**config.mk**
```make
export PLATFORM = sky130hd
export DESIGN_NAME = tcc_timer
export DESIGN_NICKNAME = d
export VERILOG_FILES = /design/src/tcc_pkg.sv /design/src/tcc_timer.sv
export SDC_FILE = /design/constraint.sdc
export NUM_CORES = 1
export LEC_CHECK = 0
export BUFFER_PORTS_ARGS = -buffer_cell sky130_fd_sc_hd__buf_4
export CAP_MARGIN = 20
export CORE_UTILIZATION = 45
export CTS_CLUSTER_DIAMETER = 120
export CTS_CLUSTER_SIZE = 20
export DETAILED_ROUTE_END_ITERATION = 10
export RECOVER_POWER = 25
export SLEW_MARGIN = 10
export SYNTH_ARGS = -nofsm -noshare
export SYNTH_HDL_FRONTEND = slang
export SYNTH_SLANG_ARGS = --single-unit
```
**constraint.sdc**
```tcl
create_clock -name clk_in -period 2.4 [get_ports clk_in]
set_input_delay 0.12 -clock clk_in [delete_from_list [all_inputs] [get_ports clk_in]]
set_output_delay 0.12 -clock clk_in [all_outputs]
set_load 0.05 [all_outputs]
```
**src/tcc_pkg.sv**
```systemverilog
// Shared constants, codes and types for the 16-bit timer/counter block
package tcc_pkg;

	// ==========================================================
	// Register offsets on the byte-wide register port
	localparam int unsigned ADDR_W = 8;
	localparam logic [7:0] OFS_A_LOW = 8'h10;   // Compare A, low byte
	localparam logic [7:0] OFS_A_HIGH = 8'h11;  // Compare A, high byte
	localparam logic [7:0] OFS_B_LOW = 8'h12;   // Second B, low byte
	localparam logic [7:0] OFS_B_HIGH = 8'h13;  // Second B, high byte
	localparam logic [7:0] OFS_CTRL = 8'h26;    // Timer control register

	// ==========================================================
	// Reset values and small constants
	localparam logic [15:0] TREG_RESET = 16'hFFFF;
	localparam logic [7:0] CTRL_RESET = 8'h00;
	localparam logic [7:0] READ_ZERO = 8'h00;
	localparam logic [15:0] CNT_ZERO = 16'h0000;
	localparam logic [15:0] CNT_ONE = 16'h0001;

	// ==========================================================
	// Prescaler: free-running on the high-frequency clock
	localparam int unsigned PRE_W = 11;
	localparam logic [PRE_W-1:0] PRE_ONE = 11'h001;
	localparam logic [PRE_W-1:0] MASK_TAP_NINE = 11'h7FF;  // fc/2^11
	localparam logic [PRE_W-1:0] MASK_TAP_FIVE = 11'h07F;  // fc/2^7
	localparam logic [PRE_W-1:0] MASK_TAP_ONE = 11'h007;   // fc/2^3

	// ==========================================================
	// Field codes of the control register
	localparam logic [1:0] START_STOP = 2'h0;  // Stop and clear
	localparam logic [1:0] START_CMD = 2'h1;   // Command start
	localparam logic [1:0] START_RISE = 2'h2;  // Rising edge / positive logic
	localparam logic [1:0] START_FALL = 2'h3;  // Falling edge / negative logic
	localparam logic [1:0] CLK_TAP_NINE = 2'h0;
	localparam logic [1:0] CLK_TAP_FIVE = 2'h1;
	localparam logic [1:0] CLK_TAP_ONE = 2'h2;
	localparam logic [1:0] CLK_PIN = 2'h3;
	localparam logic [1:0] MODE_TIMER = 2'h0;  // Timer / ext trigger / event
	localparam logic [1:0] MODE_WINDOW = 2'h1;
	localparam logic [1:0] MODE_PULSE = 2'h2;
	localparam logic [1:0] MODE_PPG = 2'h3;

	// ==========================================================
	// Types
	typedef struct packed {
		logic output_flipflop_control;  // Bit 7
		logic aux;                      // Bit 6: capture / trigger / shot
		logic [1:0] start_control;      // Bits 5:4
		logic [1:0] source_clock_select;  // Bits 3:2
		logic [1:0] operating_mode_select;  // Bits 1:0
	} tcc_ctrl_t;

	typedef struct packed {
		logic wr;
		logic rd;
		logic [ADDR_W-1:0] addr;
		logic [7:0] wdata;
	} tcc_bus_t;

	typedef enum logic [2:0] {
		ST_IDLE = 3'h1,
		ST_ARMED = 3'h2,
		ST_RUN = 3'h4
	} tcc_state_t;

	typedef struct packed {
		tcc_state_t state;
		tcc_ctrl_t ctrl;
		logic [15:0] cnt;
		logic [15:0] a_act;
		logic [15:0] a_stage;
		logic a_pend;
		logic [15:0] b_act;
		logic [15:0] b_stage;
		logic b_pend;
		logic [PRE_W-1:0] pre;
		logic fs_s1;
		logic fs_s2;
		logic fs_prev;
		logic pin_s1;
		logic pin_s2;
		logic pin_prev;
		logic irq;
		logic ff;
		logic [7:0] rdata;
	} tcc_regs_t;

endpackage : tcc_pkg

```
**src/tcc_timer.sv**
```systemverilog
// 16-bit up-counting timer/counter with compare, capture and pulse output
`timescale 1ns/10ps
module tcc_timer (
	// Clock, reset, enable
	input wire logic clk_in,
	input wire logic arst_n_in,
	input wire logic clk_en_in,
	// Register port
	input wire tcc_pkg::tcc_bus_t bus_in,
	output logic [7:0] rdata_out,
	// Chip operating state
	input wire logic stop_mode_in,
	input wire logic slow_mode_in,
	input wire logic prescaler_source_select_in,
	// Asynchronous inputs
	input wire logic fs_tap_in,
	input wire logic external_input_pin_in,
	// Results
	output logic timer_match_interrupt_out,
	output logic programmable_pulse_output_out
);
	import tcc_pkg::*;

	// ==========================================================
	// State and derived signals
	tcc_regs_t s;       // Registered state
	tcc_regs_t next_s;  // Next state
	logic pin_rise;     // Synchronised pin rising edge
	logic pin_fall;     // Synchronised pin falling edge
	logic fs_rise;      // Low-frequency tap edge
	logic start_edge;   // Edge chosen by the start field
	logic opp_edge;     // The opposite edge
	logic src_tick;     // One pulse per source clock period
	logic is_event;     // Event counter: pin clock with edge start
	logic is_trig;      // External trigger: internal clock with edge start
	logic win_open;     // Window pin level that allows counting
	logic cnt_evt;      // Counter advances this cycle
	logic cap_evt;      // Auto capture this cycle

	// Prescaler tap hit for a given mask
	function automatic logic tap_hit(input logic [PRE_W-1:0] pre, input logic [PRE_W-1:0] mask);
		tap_hit = ((pre & mask) == mask);
	endfunction : tap_hit

	// Modes in which auto capture is allowed
	function automatic logic capture_mode(input tcc_ctrl_t c, input logic trig);
		capture_mode = ((c.operating_mode_select == MODE_TIMER) && !trig) ||
			(c.operating_mode_select == MODE_WINDOW);
	endfunction : capture_mode

	// ==========================================================
	// Edge detection on synchronised inputs
	assign pin_rise = s.pin_s2 & ~s.pin_prev;
	assign pin_fall = ~s.pin_s2 & s.pin_prev;
	assign fs_rise = s.fs_s2 & ~s.fs_prev;
	assign start_edge = s.ctrl.start_control[0] ? pin_fall : pin_rise;
	assign opp_edge = s.ctrl.start_control[0] ? pin_rise : pin_fall;
	assign win_open = s.ctrl.start_control[0] ? ~s.pin_s2 : s.pin_s2;

	// Source clock selection; in slow mode the two fast taps give no tick, the slow tap and the pin still do
	always_comb begin
		case (s.ctrl.source_clock_select)
			CLK_TAP_NINE: begin
				src_tick = (slow_mode_in || prescaler_source_select_in) ? fs_rise :
					tap_hit(s.pre, MASK_TAP_NINE);
			end
			CLK_TAP_FIVE: src_tick = !slow_mode_in && tap_hit(s.pre, MASK_TAP_FIVE);
			CLK_TAP_ONE: src_tick = !slow_mode_in && tap_hit(s.pre, MASK_TAP_ONE);
			default: src_tick = pin_rise;
		endcase
	end

	// Mode decode of the shared timer/trigger/event code
	assign is_event = (s.ctrl.operating_mode_select == MODE_TIMER) &&
		s.ctrl.start_control[1] && (s.ctrl.source_clock_select == CLK_PIN);
	assign is_trig = (s.ctrl.operating_mode_select == MODE_TIMER) &&
		s.ctrl.start_control[1] && (s.ctrl.source_clock_select != CLK_PIN);

	// Counter advance: event edge, gated window tick or plain source tick
	always_comb begin
		if (s.state != ST_RUN || s.ctrl.start_control == START_STOP) begin
			cnt_evt = 1'b0;
		end else if (is_event) begin
			cnt_evt = start_edge;
		end else if (s.ctrl.operating_mode_select == MODE_WINDOW) begin
			cnt_evt = src_tick && win_open;
		end else begin
			cnt_evt = src_tick;
		end
	end

	assign cap_evt = cnt_evt && s.ctrl.aux && capture_mode(s.ctrl, is_trig);

	// ==========================================================
	// Next-state logic
	always_comb begin
		next_s = s;
		next_s.irq = 1'b0;
		next_s.rdata = READ_ZERO;
		next_s.pre = s.pre + PRE_ONE;
		// Two-flop synchronisers and edge history
		next_s.fs_s1 = fs_tap_in;
		next_s.fs_s2 = s.fs_s1;
		next_s.fs_prev = s.fs_s2;
		next_s.pin_s1 = external_input_pin_in;
		next_s.pin_s2 = s.pin_s1;
		next_s.pin_prev = s.pin_s2;

		// Staged values become active on the first source tick after the high byte
		if (src_tick && s.a_pend) begin
			next_s.a_act = s.a_stage;
			next_s.a_pend = 1'b0;
		end
		if (src_tick && s.b_pend) begin
			next_s.b_act = s.b_stage;
			next_s.b_pend = 1'b0;
		end

		// Counting per state
		case (s.state)
			ST_IDLE: begin
				next_s.cnt = CNT_ZERO;
				if (s.ctrl.start_control == START_CMD) begin
					if (s.ctrl.operating_mode_select == MODE_TIMER ||
						s.ctrl.operating_mode_select == MODE_PPG) begin
						next_s.state = ST_RUN;
					end
				end else if (s.ctrl.start_control != START_STOP) begin
					if (is_event || s.ctrl.operating_mode_select == MODE_WINDOW) begin
						next_s.state = ST_RUN;
					end else begin
						next_s.state = ST_ARMED;
					end
				end
			end
			ST_ARMED: begin
				// Wait for the trigger edge, then count from zero
				if (start_edge) begin
					next_s.state = ST_RUN;
					next_s.cnt = CNT_ZERO;
				end
			end
			ST_RUN: begin
				if (s.ctrl.operating_mode_select == MODE_PULSE) begin
					// Pulse width: capture on edges, clear per single/double setting
					if (opp_edge) begin
						next_s.b_act = s.cnt;
						next_s.irq = 1'b1;
						if (s.ctrl.aux) begin
							next_s.cnt = CNT_ZERO;
							next_s.state = ST_ARMED;
						end
					end else if (start_edge && !s.ctrl.aux) begin
						next_s.b_act = s.cnt;
						next_s.irq = 1'b1;
						next_s.cnt = CNT_ZERO;
					end else if (cnt_evt) begin
						next_s.cnt = s.cnt + CNT_ONE;
					end
				end else if (is_trig && s.ctrl.aux && opp_edge) begin
					// Trigger start and stop: opposite edge aborts quietly
					next_s.cnt = CNT_ZERO;
					next_s.state = ST_ARMED;
				end else if (cnt_evt) begin
					if (s.cnt == s.a_act) begin
						next_s.cnt = CNT_ZERO;
						next_s.irq = 1'b1;
						if (is_trig) begin
							next_s.state = ST_ARMED;
						end
						if (s.ctrl.operating_mode_select == MODE_PPG) begin
							next_s.ff = ~s.ff;
							if (s.ctrl.aux) begin
								next_s.ctrl.start_control = START_STOP;
							end
						end
					end else begin
						next_s.cnt = s.cnt + CNT_ONE;
						if (s.ctrl.operating_mode_select == MODE_PPG && s.cnt == s.b_act) begin
							next_s.ff = ~s.ff;
						end
					end
				end
			end
			default: begin
				next_s.state = ST_IDLE;
			end
		endcase

		// Auto capture copies the running count
		if (cap_evt) begin
			next_s.b_act = s.cnt;
		end

		// Stopped code clears the counter and holds the output at its set level
		if (s.ctrl.start_control == START_STOP) begin
			next_s.state = ST_IDLE;
			next_s.cnt = CNT_ZERO;
			next_s.ff = s.ctrl.output_flipflop_control;
		end

		// Register writes; pending flags set after the load so a new write wins
		if (bus_in.wr) begin
			case (bus_in.addr)
				OFS_CTRL: next_s.ctrl = tcc_ctrl_t'(bus_in.wdata);
				OFS_A_LOW: next_s.a_stage[7:0] = bus_in.wdata;
				OFS_A_HIGH: begin
					next_s.a_stage[15:8] = bus_in.wdata;
					next_s.a_pend = 1'b1;
				end
				OFS_B_LOW: begin
					if (s.ctrl.operating_mode_select == MODE_PPG) begin
						next_s.b_stage[7:0] = bus_in.wdata;
					end
				end
				OFS_B_HIGH: begin
					if (s.ctrl.operating_mode_select == MODE_PPG) begin
						next_s.b_stage[15:8] = bus_in.wdata;
						next_s.b_pend = 1'b1;
					end
				end
				default: begin
					next_s.ctrl = next_s.ctrl;
				end
			endcase
		end

		// Entering stop mode overrides any start written in the same cycle
		if (stop_mode_in) begin
			next_s.ctrl.start_control = START_STOP;
		end

		// Read data for the cycle after the strobe; unmapped reads give zero
		if (bus_in.rd) begin
			case (bus_in.addr)
				OFS_CTRL: next_s.rdata = s.ctrl;
				OFS_A_LOW: next_s.rdata = s.a_act[7:0];
				OFS_A_HIGH: next_s.rdata = s.a_act[15:8];
				OFS_B_LOW: next_s.rdata = s.b_act[7:0];
				OFS_B_HIGH: next_s.rdata = s.b_act[15:8];
				default: next_s.rdata = READ_ZERO;
			endcase
		end
	end

	// ==========================================================
	// State register; clock enable freezes everything
	always_ff @(posedge clk_in or negedge arst_n_in) begin
		if (!arst_n_in) begin
			s <= '0;
			s.state <= ST_IDLE;
			s.ctrl <= tcc_ctrl_t'(CTRL_RESET);
			s.a_act <= TREG_RESET;
			s.a_stage <= TREG_RESET;
			s.b_act <= TREG_RESET;
			s.b_stage <= TREG_RESET;
		end else if (clk_en_in) begin
			s <= next_s;
		end
	end

	// Outputs straight from flip-flops
	assign rdata_out = s.rdata;
	assign timer_match_interrupt_out = s.irq;
	assign programmable_pulse_output_out = s.ff;
endmodule : tcc_timer
```
==> results.toml, run 1 <==
[timing]
fin_skew_ns = 0.0127
finalSetupViolCount = 8
fin_ws_ns = -0.0143
period_share = 1.01
timing.hold.ws_ns = 0.0139
max-slew-margin-rel = 0.0564
fin_tns_setup_ns = -0.0486
max_freq_ghz = 0.414
rsz0062_at_grt = "yes"
tightestPinTransition_ns = 1.42
drv_slew = 0
period_minus_slack_ns = 2.41
hold_viol = 0

[critical_path]
cp-end-kind = "flop"
cp-startpoint = "s[119]$_DFFE_PN0P_"
crit_arrival_ns = 2.77
r2r_start = "s[119]$_DFFE_PN0P_"
cp_max_fo = 8
reg2reg_to = "s[46]$_DFFE_PN1P_"
critical_path_required_ns = 2.76
r2r_slack_ns = -0.01
critPathLaunchType = "flop"
worstRegToRegCells = 9
path_class = "flop to flop"

[synth]
syn_avg_cell_area_um2 = 11.0
synthTopCellsByCount = "mux2_2 (71), dfstp_2 (65), dfrtp_1 (55), xnor2_1 (40), nand2_1 (33)"
syn_nets = 635
yosysTopAreaCellShare = 0.259
synth_top_cell_by_area = "dfstp_2"
ys_ff_latch = 120
ys.flop_type = "dfstp_2"
synth-edff-count = 0
ys_seq_area_frac = 0.467
yosysWarnings = 0
yosys.cell_count.top_type = "mux2_2"
syn_inst = 599
netlist_area_um2 = 6610
ys_top_cells_by_area = "dfstp_2 (26%), dfrtp_1 (21%), mux2_2 (12%)"
synth_cell_types = 71
ys_async_sr_fraction = 1.00

[route]
first_pass_iters = 5
dr.first_iter.drc_count = 334
postRouteAntennaNets = 0
drcViolationCount = 0
routedWlPerCell_um = 20.9
vias = 5245
via_per_inst = 5.99
routed_wl_um = 18300

[finish]
drive_gt1_frac = 0.454
utilization = 0.584
nets = 719
syn2layout_area_growth_pct = 24.7
antenna_cells = 0

[global_route]
grt_max_degree = 52
grt_pass1_vias = 5081
grt_pass1_wl_um = 28300
grt_usage = 0.252
antenna_found_initial = 0
overflow = 0

[worst_hold_path]
min_from = "bus_in[1]"
hold_end = "s[62]$_DFFE_PN1P_"
hold_class = "input port to flop"
hold_depth = 2

[placed_design]
io_buffers = 35
finalWeightedCongestion = 0.900
hpwl_um = 13000

[cts]
cts_tree = "built"
clkTransAtPathRegs_ns = 0.06
cts-root-buf = "clkbuf_16"
numCtsBuffers = 17
cts-htree-levels = 4
clkSinkCount = 120
clk_latency_ns = 0.42
cts_buffer_depth = 2

[power_and_ir_drop]
ir_worst_vdd_mv = 0.548
power.leakage_nw = 3.41
power_mw = 5.25
power_density_nw_per_um2 = 637

[die]
core_area_um2 = 14100
fp.dieW_um = 123
pin_count = 36
rows = 43
start_util = 0.469
die_h_um = 123
die-area_um2 = 15200

[status]
outcome = "finished with violations"
violations = "setup timing"

[run]
max_cap_viol_count = 0
-- worst max-delay path: stages, from the launching register on --
cell and delay (ns):
dfrtp_1 0.41, or3b_4 0.42, buf_6 0.15, a2111oi_4 0.44
and3_1 0.25, o21ai_2 0.06, a21boi_2 0.14, buf_6 0.14
clkbuf_16 0.15, o221a_2 0.18
-- how the worst max path moves through the flow --
stage | end | slack (ns) | cells after the start
floorplan | s[108]$_DFFE_PN0P_ | 0.09 | 7
global placement | s[97]$_DFFE_PN0P_ | 0.05 | 10
detailed placement | s[58]$_DFFE_PN1P_ | -0.02 | 9
CTS | s[96]$_DFFE_PN0P_ | 0.03 | 10
global route | s[46]$_DFFE_PN1P_ | -0.06 | 9
finish | s[46]$_DFFE_PN1P_ | -0.01 | 9
-- layout by cell type (no fill, tap or decap), types with 3 or more instances in the layout --
cell / instances
o22ai_1: 7
and3_1: 6
nor4_1: 4
mux2_2: 71
nor2_1: 28
o2bb2ai_1: 9
clkbuf_16: 20
nand2_1: 33
inv_1: 22
xnor2_1: 40
a22o_1: 4
o221a_2: 8
a211oi_1: 5
o211ai_1: 7
ha_1: 9
nor3_1: 6
a211oi_2: 3
o21ai_0: 15
buf_12: 5
nand3_1: 26
clkbuf_8: 4
dfstp_2: 65
a21oi_1: 13
buf_4: 92
o221a_4: 8
nand3b_1: 11
nand4b_1: 3
nand2b_1: 6
clkbuf_1: 3
xor2_1: 4
a21o_1: 4
dlygate4sd3_1: 5
nor3b_1: 3
nand4_1: 15
and3b_1: 4
nor2b_1: 4
a22oi_1: 8
dfrtp_1: 54
-- repair_timing --
action	CTS	global route
pin swaps	2	7
endpoints found under the setup margin	22	43
gates resized for setup	1	27
hold buffers	5	0
gates cloned	0	1
endpoints found under the hold margin	26	0
buffers inserted	0	7
-- final cells by class --
cell class	instances	area, um2
fillers	1186	5860
multi-input cells	413	3350
inverters	24	90.1
clock inverters	7	52.6
clock buffers	25	538
repair buffers	107	897
well taps	180	225
flip-flops and latches	120	3090
-- stage by stage --
step	std cells	cell area, um2	setup WS (ns)
after floorplan	599	6610	0.0866
after global placement	832	7390	0.0514
after detailed placement	832	7390	-0.0153
after CTS	869	8030	0.0313
after global routing	876	8240	-0.0626
final	876	8240	-0.0143
-- flip-flops by register name, summed over array words and instances (netlist names) --
signal,flops
s,106
rdata_out,8
next_s,4
programmable_pulse_output_out,1
timer_match_interrupt_out,1
-- routing by layer --
metal | vias up | wire length, um | global-route usage
met5 | - | 0 | 0
met4 | 0 | 373 | 0.0941
met3 | 26 | 980 | 0.0447
met2 | 175 | 8380 | 0.373
met1 | 2664 | 8590 | 0.367
li1 | 2380 | - | -
-- cells by family (layout without fill, tap and decap cells) --
family	after synthesis	after routing	share of synthesized area
muxes	74	74	0.127
xor gates and xnor gates	44	44	0.0583
DFF	120	120	0.467
and+or+nand+nor	168	168	0.141
adders and majority gates	10	10	0.0189
buffers and inverters	66	163	0.0451
AOI/OAI and AO/OA	117	117	0.142
-- power by group --
group          total [mW]  internal (mW)  switching [mW]  leakage, nW
Combinational       0.499          0.245           0.253         1.71
Clock                2.49           1.56           0.930        0.287
Sequential           2.26           2.14           0.112         1.41
Total                5.25           3.95            1.29         3.41
(Power assumes the default switching activity.)
==> run 2: changes to the inputs <==
--- a/config.mk
+++ b/config.mk
@@ -5,6 +5,7 @@
 export SDC_FILE = /design/constraint.sdc
 export NUM_CORES = 1
 export LEC_CHECK = 0
+export ABC_AREA = 1
 export BUFFER_PORTS_ARGS = -buffer_cell sky130_fd_sc_hd__buf_4
 export CAP_MARGIN = 20
 export CORE_UTILIZATION = 45
==> results.toml, run 2 <==
[critical_path]
critical_path_required_ns = 2.76
crit_arrival_ns = 2.53
slowest_delay_ns = 0.39
cp_cell_sequence = "ha_1 -> inv_1 -> nor2_2 -> nand3_1 -> nand2_1 -> nand2_1 -> nand2_4 -> nand3_1 -> nor2_1 -> buf_12 -> mux2_1"
critPathLaunchType = "flop"
path_class = "flop to flop"
cp_slowest_cell = "dfrtp_1"
cp-end-kind = "flop"
cp_max_fo = 30

[global_route]
grt_util_met3 = 0.0529
met1_usage = 0.390
top_usage_layer = "met2"
grt_pass1_vias = 6139
antenna_found_initial = 0
grt_pass1_wl_um = 34300
overflow = 0
grt_usage = 0.272
grt_max_degree = 54
met2_usage = 0.409

[synth]
syn_avg_cell_area_um2 = 7.32
ys_async_sr_fraction = 1.00
synth_top_cell_by_area = "dfstp_2"
ys_top_cells_by_area = "dfstp_2 (23%), dfrtp_1 (19%), nand2_1 (16%)"
netlist_area_um2 = 7390
yosysTopAreaCellShare = 0.231
synth-edff-count = 0
ys_seq_area_frac = 0.417
synthTopCellsByCount = "nand2_1 (320), inv_1 (125), nand3_1 (75), o21ai_0 (73), dfstp_2 (65)"
yosysWarnings = 0
synth_cell_types = 40
ys_ff_latch = 120
ys.flop_type = "dfstp_2"
yosys.cell_count.top_type = "nand2_1"
syn_nets = 1045
syn_inst = 1009

[placed_design]
io_buffers = 35
finalWeightedCongestion = 0.980
placed_cells = 1230
hpwl_um = 15700

[finish]
layout_common_cells = "nand2_1 (320), inv_1 (126), nand3_1 (75), o21ai_0 (73), dfstp_2 (65)"
instances_no_fill = 1269
fillers = 1613
final_common_cell = "nand2_1"
top_register = "s"
multi_input_area_um2 = 3520
drive_gt1_frac = 0.169
utilization = 0.531
syn2layout_area_growth_pct = 14.6
register_area_um2 = 3080
largest_reg_flops = 106
nets = 1076
antenna_cells = 0

[die]
die-area_um2 = 16900
rows = 46
die_h_um = 130
fp.dieW_um = 130
pin_count = 36
start_util = 0.463
core_area_um2 = 15900

[route]
routed_wl_um = 21200
routedWlPerCell_um = 16.7
drcViolationCount = 0
postRouteAntennaNets = 0
dr.first_iter.drc_count = 702
vias = 6642
via_per_inst = 5.23
first_pass_iters = 5

[power_and_ir_drop]
ir_worst_vdd_mv = 0.520
power_density_nw_per_um2 = 658
power.leakage_nw = 3.96

[timing]
drv_slew = 0
fin_tns_setup_ns = 0
timing.hold.ws_ns = 0.0445
finalSetupViolCount = 0
max_freq_ghz = 0.461
tightestPinTransition_ns = 1.25
fin_skew_ns = 0.0118
period_share = 0.904
hold_viol = 0
max-slew-margin-rel = 0.165
period_minus_slack_ns = 2.17
rsz0062_at_grt = "no"

[cts]
cts-htree-levels = 4
cts_tree = "built"
cts_resized = 0
cts_buffer_depth = 2
post_cts_buffers = 0
clkTransAtPathRegs_ns = 0.06
numCtsBuffers = 17
cts-root-buf = "clkbuf_16"
clk_latency_ns = 0.44
clkSinkCount = 120
cts_hold_buf = 7

[worst_hold_path]
hold_class = "input port to flop"

[run]
max_cap_viol_count = 0

[status]
outcome = "complete, no violations"
==> run 2: changes by cell type after synthesis, sizes merged, moves of 25 or more <==
cell	previous run	this run
mux2	71	2
o21ai	18	93
xor2	4	29
nand3	28	79
xnor2	40	10
nand2	33	326
inv	24	129
==> run 2: worst paths after layout <==
| path | slack (ns) | start | endpoint | cells after the start |
|---|---|---|---|---|
| setup / recovery | 0.23 | s[16]$_DFFE_PN0P_ | s[85]$_DFFE_PN1P_ | 11 |
| hold / removal | 0.04 | bus_in[4] | s[40]$_DFFE_PN1P_ | 3 |
| setup reg to reg | 0.23 | s[16]$_DFFE_PN0P_ | s[85]$_DFFE_PN1P_ | 11 |
| hold reg to reg | 0.47 | s[26]$_DFFE_PN0P_ | s[26]$_DFFE_PN0P_ | 1 |
| max in group asynchronous | 0.50 | arst_n_in | s[60]$_DFFE_PN0P_ | 3 |
| min in group asynchronous | 0.48 | arst_n_in | rdata_out[7]$_DFFE_PN0P_ | 2 |
==> run 2: logic make-up after synthesis <==
logic type | share of synthesized area
simple gates | 0.307
buf+inv | 0.106
compound gates | 0.104
flops | 0.417
xor+xnor | 0.0462
fa+ha+maj | 0.0169
mux | 0.00305
==> run 2: through the flow <==
stage | area (um2) | setup slack, ns | power (mW)
final | 8470 | 0.231 | 5.57
after global routing | 8470 | 0.0491 | 5.84
after CTS | 8480 | 0.233 | 5.62
after detailed placement | 7850 | 0.253 | 3.09
after global placement | 7850 | 0.279 | 3.08
after floorplan | 7390 | 0.488 | 2.85
==> run 2: worst max-delay path, delay by kind of cell, from the launching register on <==
kind / cells / cell delay, ns
simple gates: 7 / 0.93
flops: 1 / 0.39
mux: 1 / 0.33
buf+inv: 2 / 0.25
fa+ha+maj: 1 / 0.19
==> run 2: cell type report <==
class	instances	share of cell area
clock inverter	14	0.0163
tap	216	0.0319
sequential	120	0.364
inverter	130	0.0576
multi-input combinational	705	0.416
clock buffer	18	0.0507
timing repair buffer	66	0.0631
==> run 2: report_power, final <==
part / total, mW / internal (mW) / leakage (nW) / switching [mW]
logic: 0.693 / 0.266 / 2.26 / 0.427
clock network: 2.50 / 1.45 / 0.283 / 1.05
registers: 2.38 / 2.24 / 1.41 / 0.142
==> run 2: metal layers <==
metal  vias up  wire length (um)  part of all wire
li1       3304                 -                 -
met1      3077             10200              0.48
met2       219              9230              0.44
met3        42              1160             0.055
met4         0               539             0.025
met5         -                 0                 0
==> run 3: changes to the inputs <==
--- a/config.mk
+++ b/config.mk
@@ -8,6 +8,7 @@
 export ABC_AREA = 1
 export BUFFER_PORTS_ARGS = -buffer_cell sky130_fd_sc_hd__buf_4
 export CAP_MARGIN = 20
+export CORE_MARGIN = 2
 export CORE_UTILIZATION = 45
 export CTS_CLUSTER_DIAMETER = 120
 export CTS_CLUSTER_SIZE = 20
==> results.toml, run 3 (synthesis gave the netlist of run 2 again) <==
[finish]
register_area_um2 = 3080
drive_gt1_frac = 0.181
layout_common_cells = "nand2_1 (320), inv_1 (126), nand3_1 (75), o21ai_0 (73), dfstp_2 (65)"
antenna_cells = 0
top_register = "s"
final_common_cell = "nand2_1"
nets = 1090
largest_reg_flops = 106
fillers = 1576
syn2layout_area_growth_pct = 17.0
fin_area_um2 = 8640
multi_input_area_um2 = 3550

[timing]
period_share = 0.925
period_minus_slack_ns = 2.22
finalSetupViolCount = 0
fin_skew_ns = 0.0118
hold_viol = 0
drv_slew = 0
rsz0062_at_grt = "no"
tightestPinTransition_ns = 1.45
max-slew-margin-rel = 0.0348
max_freq_ghz = 0.450

[critical_path]
crit_arrival_ns = 2.58
critical_path_required_ns = 2.76
worstRegToRegCells = 15
critPathLaunchType = "flop"
r2r_slack_ns = 0.18
reg2reg_to = "s[106]$_DFFE_PN0P_"
path_class = "flop to flop"
cp_max_fo = 17
cp-end-kind = "flop"
r2r_start = "s[16]$_DFFE_PN0P_"

[route]
postRouteAntennaNets = 0
dr.first_iter.drc_count = 647
dr_wl_met3_um = 1300
dr_wl_met2_um = 9050
via_per_inst = 5.26
first_pass_iters = 5
vias = 6744
dr.max_layer_used = "met4"
drcViolationCount = 0
routed_wl_um = 21000
routedWlPerCell_um = 16.3
m1WireLength_um = 9980

[cts]
clkSinkCount = 120
cts_tree = "built"
clkTransAtPathRegs_ns = 0.06
cts-htree-levels = 4
cts_buffer_depth = 2
numCtsBuffers = 17
clk_latency_ns = 0.43
cts-root-buf = "clkbuf_16"

[worst_hold_path]
min_from = "bus_in[4]"
hold_end = "s[113]$_DFFE_PN0P_"
hold_class = "input port to flop"
hold_depth = 5

[placed_design]
place_area_um2 = 7950
finalWeightedCongestion = 0.898
io_buffers = 35
hpwl_um = 15500

[status]
outcome = "complete, no violations"

[run]
max_cap_viol_count = 0

[die]
die-area_um2 = 17500
rows = 46
core_area_um2 = 15900
pin_count = 36
fp.dieW_um = 132
start_util = 0.463
die_h_um = 132

[power_and_ir_drop]
power.leakage_nw = 4.05
power_mw = 5.63
ir_worst_vdd_mv = 0.548
power_density_nw_per_um2 = 651

[global_route]
grt_max_degree = 45
antenna_found_initial = 0
overflow = 0
grt_pass1_vias = 6270
grt_pass1_wl_um = 34200
grt_usage = 0.251
run 3: report_power, final:
part           total, mW  leakage (nW)  internal, mW  switching (mW)
Clock               2.50         0.280          1.45            1.05
Combinational      0.775          2.35         0.317           0.458
Sequential          2.36          1.41          2.23           0.121
run 3: per-stage QoR:
step	hold slack (ns)	setup TNS, ns	utilization	std cells	worst slack, ns
after CTS	0.00307	0	0.537	1279	0.0250
after global routing	0.0496	0	0.542	1283	0.0210
after floorplan	-0.176	0	-	1009	0.488
after detailed placement	0.176	-0.546	0.499	1242	-0.0987
after global placement	0.177	-0.0546	0.499	1242	-0.0283
final	0.0383	0	0.542	1283	0.180
run 3: how the worst max path moves through the flow:
stage | start | endpoint | cells after the start
2_1_floorplan | s[16]$_DFFE_PN0P_ | s[44]$_DFFE_PN1P_ | 13
3_3_place_gp | s[112]$_DFFE_PN0P_ | s[85]$_DFFE_PN1P_ | 9
3_5_place_dp | s[16]$_DFFE_PN0P_ | s[85]$_DFFE_PN1P_ | 10
4_1_cts | s[16]$_DFFE_PN0P_ | s[97]$_DFFE_PN0P_ | 15
5_1_grt | s[17]$_DFFE_PN0P_ | s[102]$_DFFE_PN0P_ | 16
6_report | s[16]$_DFFE_PN0P_ | s[106]$_DFFE_PN0P_ | 15
run 3: layout make-up:
type	count	area share
Sequential cell	120	0.357
Inverter	130	0.0564
Clock buffer	18	0.0496
Timing Repair Buffer	80	0.0795
Tap cell	216	0.0313
Multi-Input combinational cell	705	0.411
Clock inverter	14	0.0158
run 3: what timing repair did:
action / CTS / global route
gates cloned: 0 / 1
setup buffers: 0 / 3
pin swaps: 0 / 1
hold endpoints to repair: 23 / 0
endpoints found under the setup margin: 10 / 40
resized for setup: 1 / 6
hold buffers: 5 / 0
run 3: metal layers:
layer / global-route usage / vias up
li1: - / 3334
met1: 0.365 / 3121
met2: 0.365 / 249
met3: 0.0423 / 40
met4: 0.111 / 0
met5: 0 / -
run 3: critical path, cell delays in order (launching register included):
cell,delay (ns)
dfrtp_1,0.38
ha_1,0.21
ha_1,0.19
nor2_1,0.11
nor2_1,0.06
a21oi_2,0.16
nand2_4,0.08
buf_6,0.17
nand3_2,0.09
nand2_4,0.07
nand2_2,0.10
nand2_1,0.09
nand2_4,0.13
clkbuf_16,0.17
nand2_1,0.04
o21ai_1,0.07
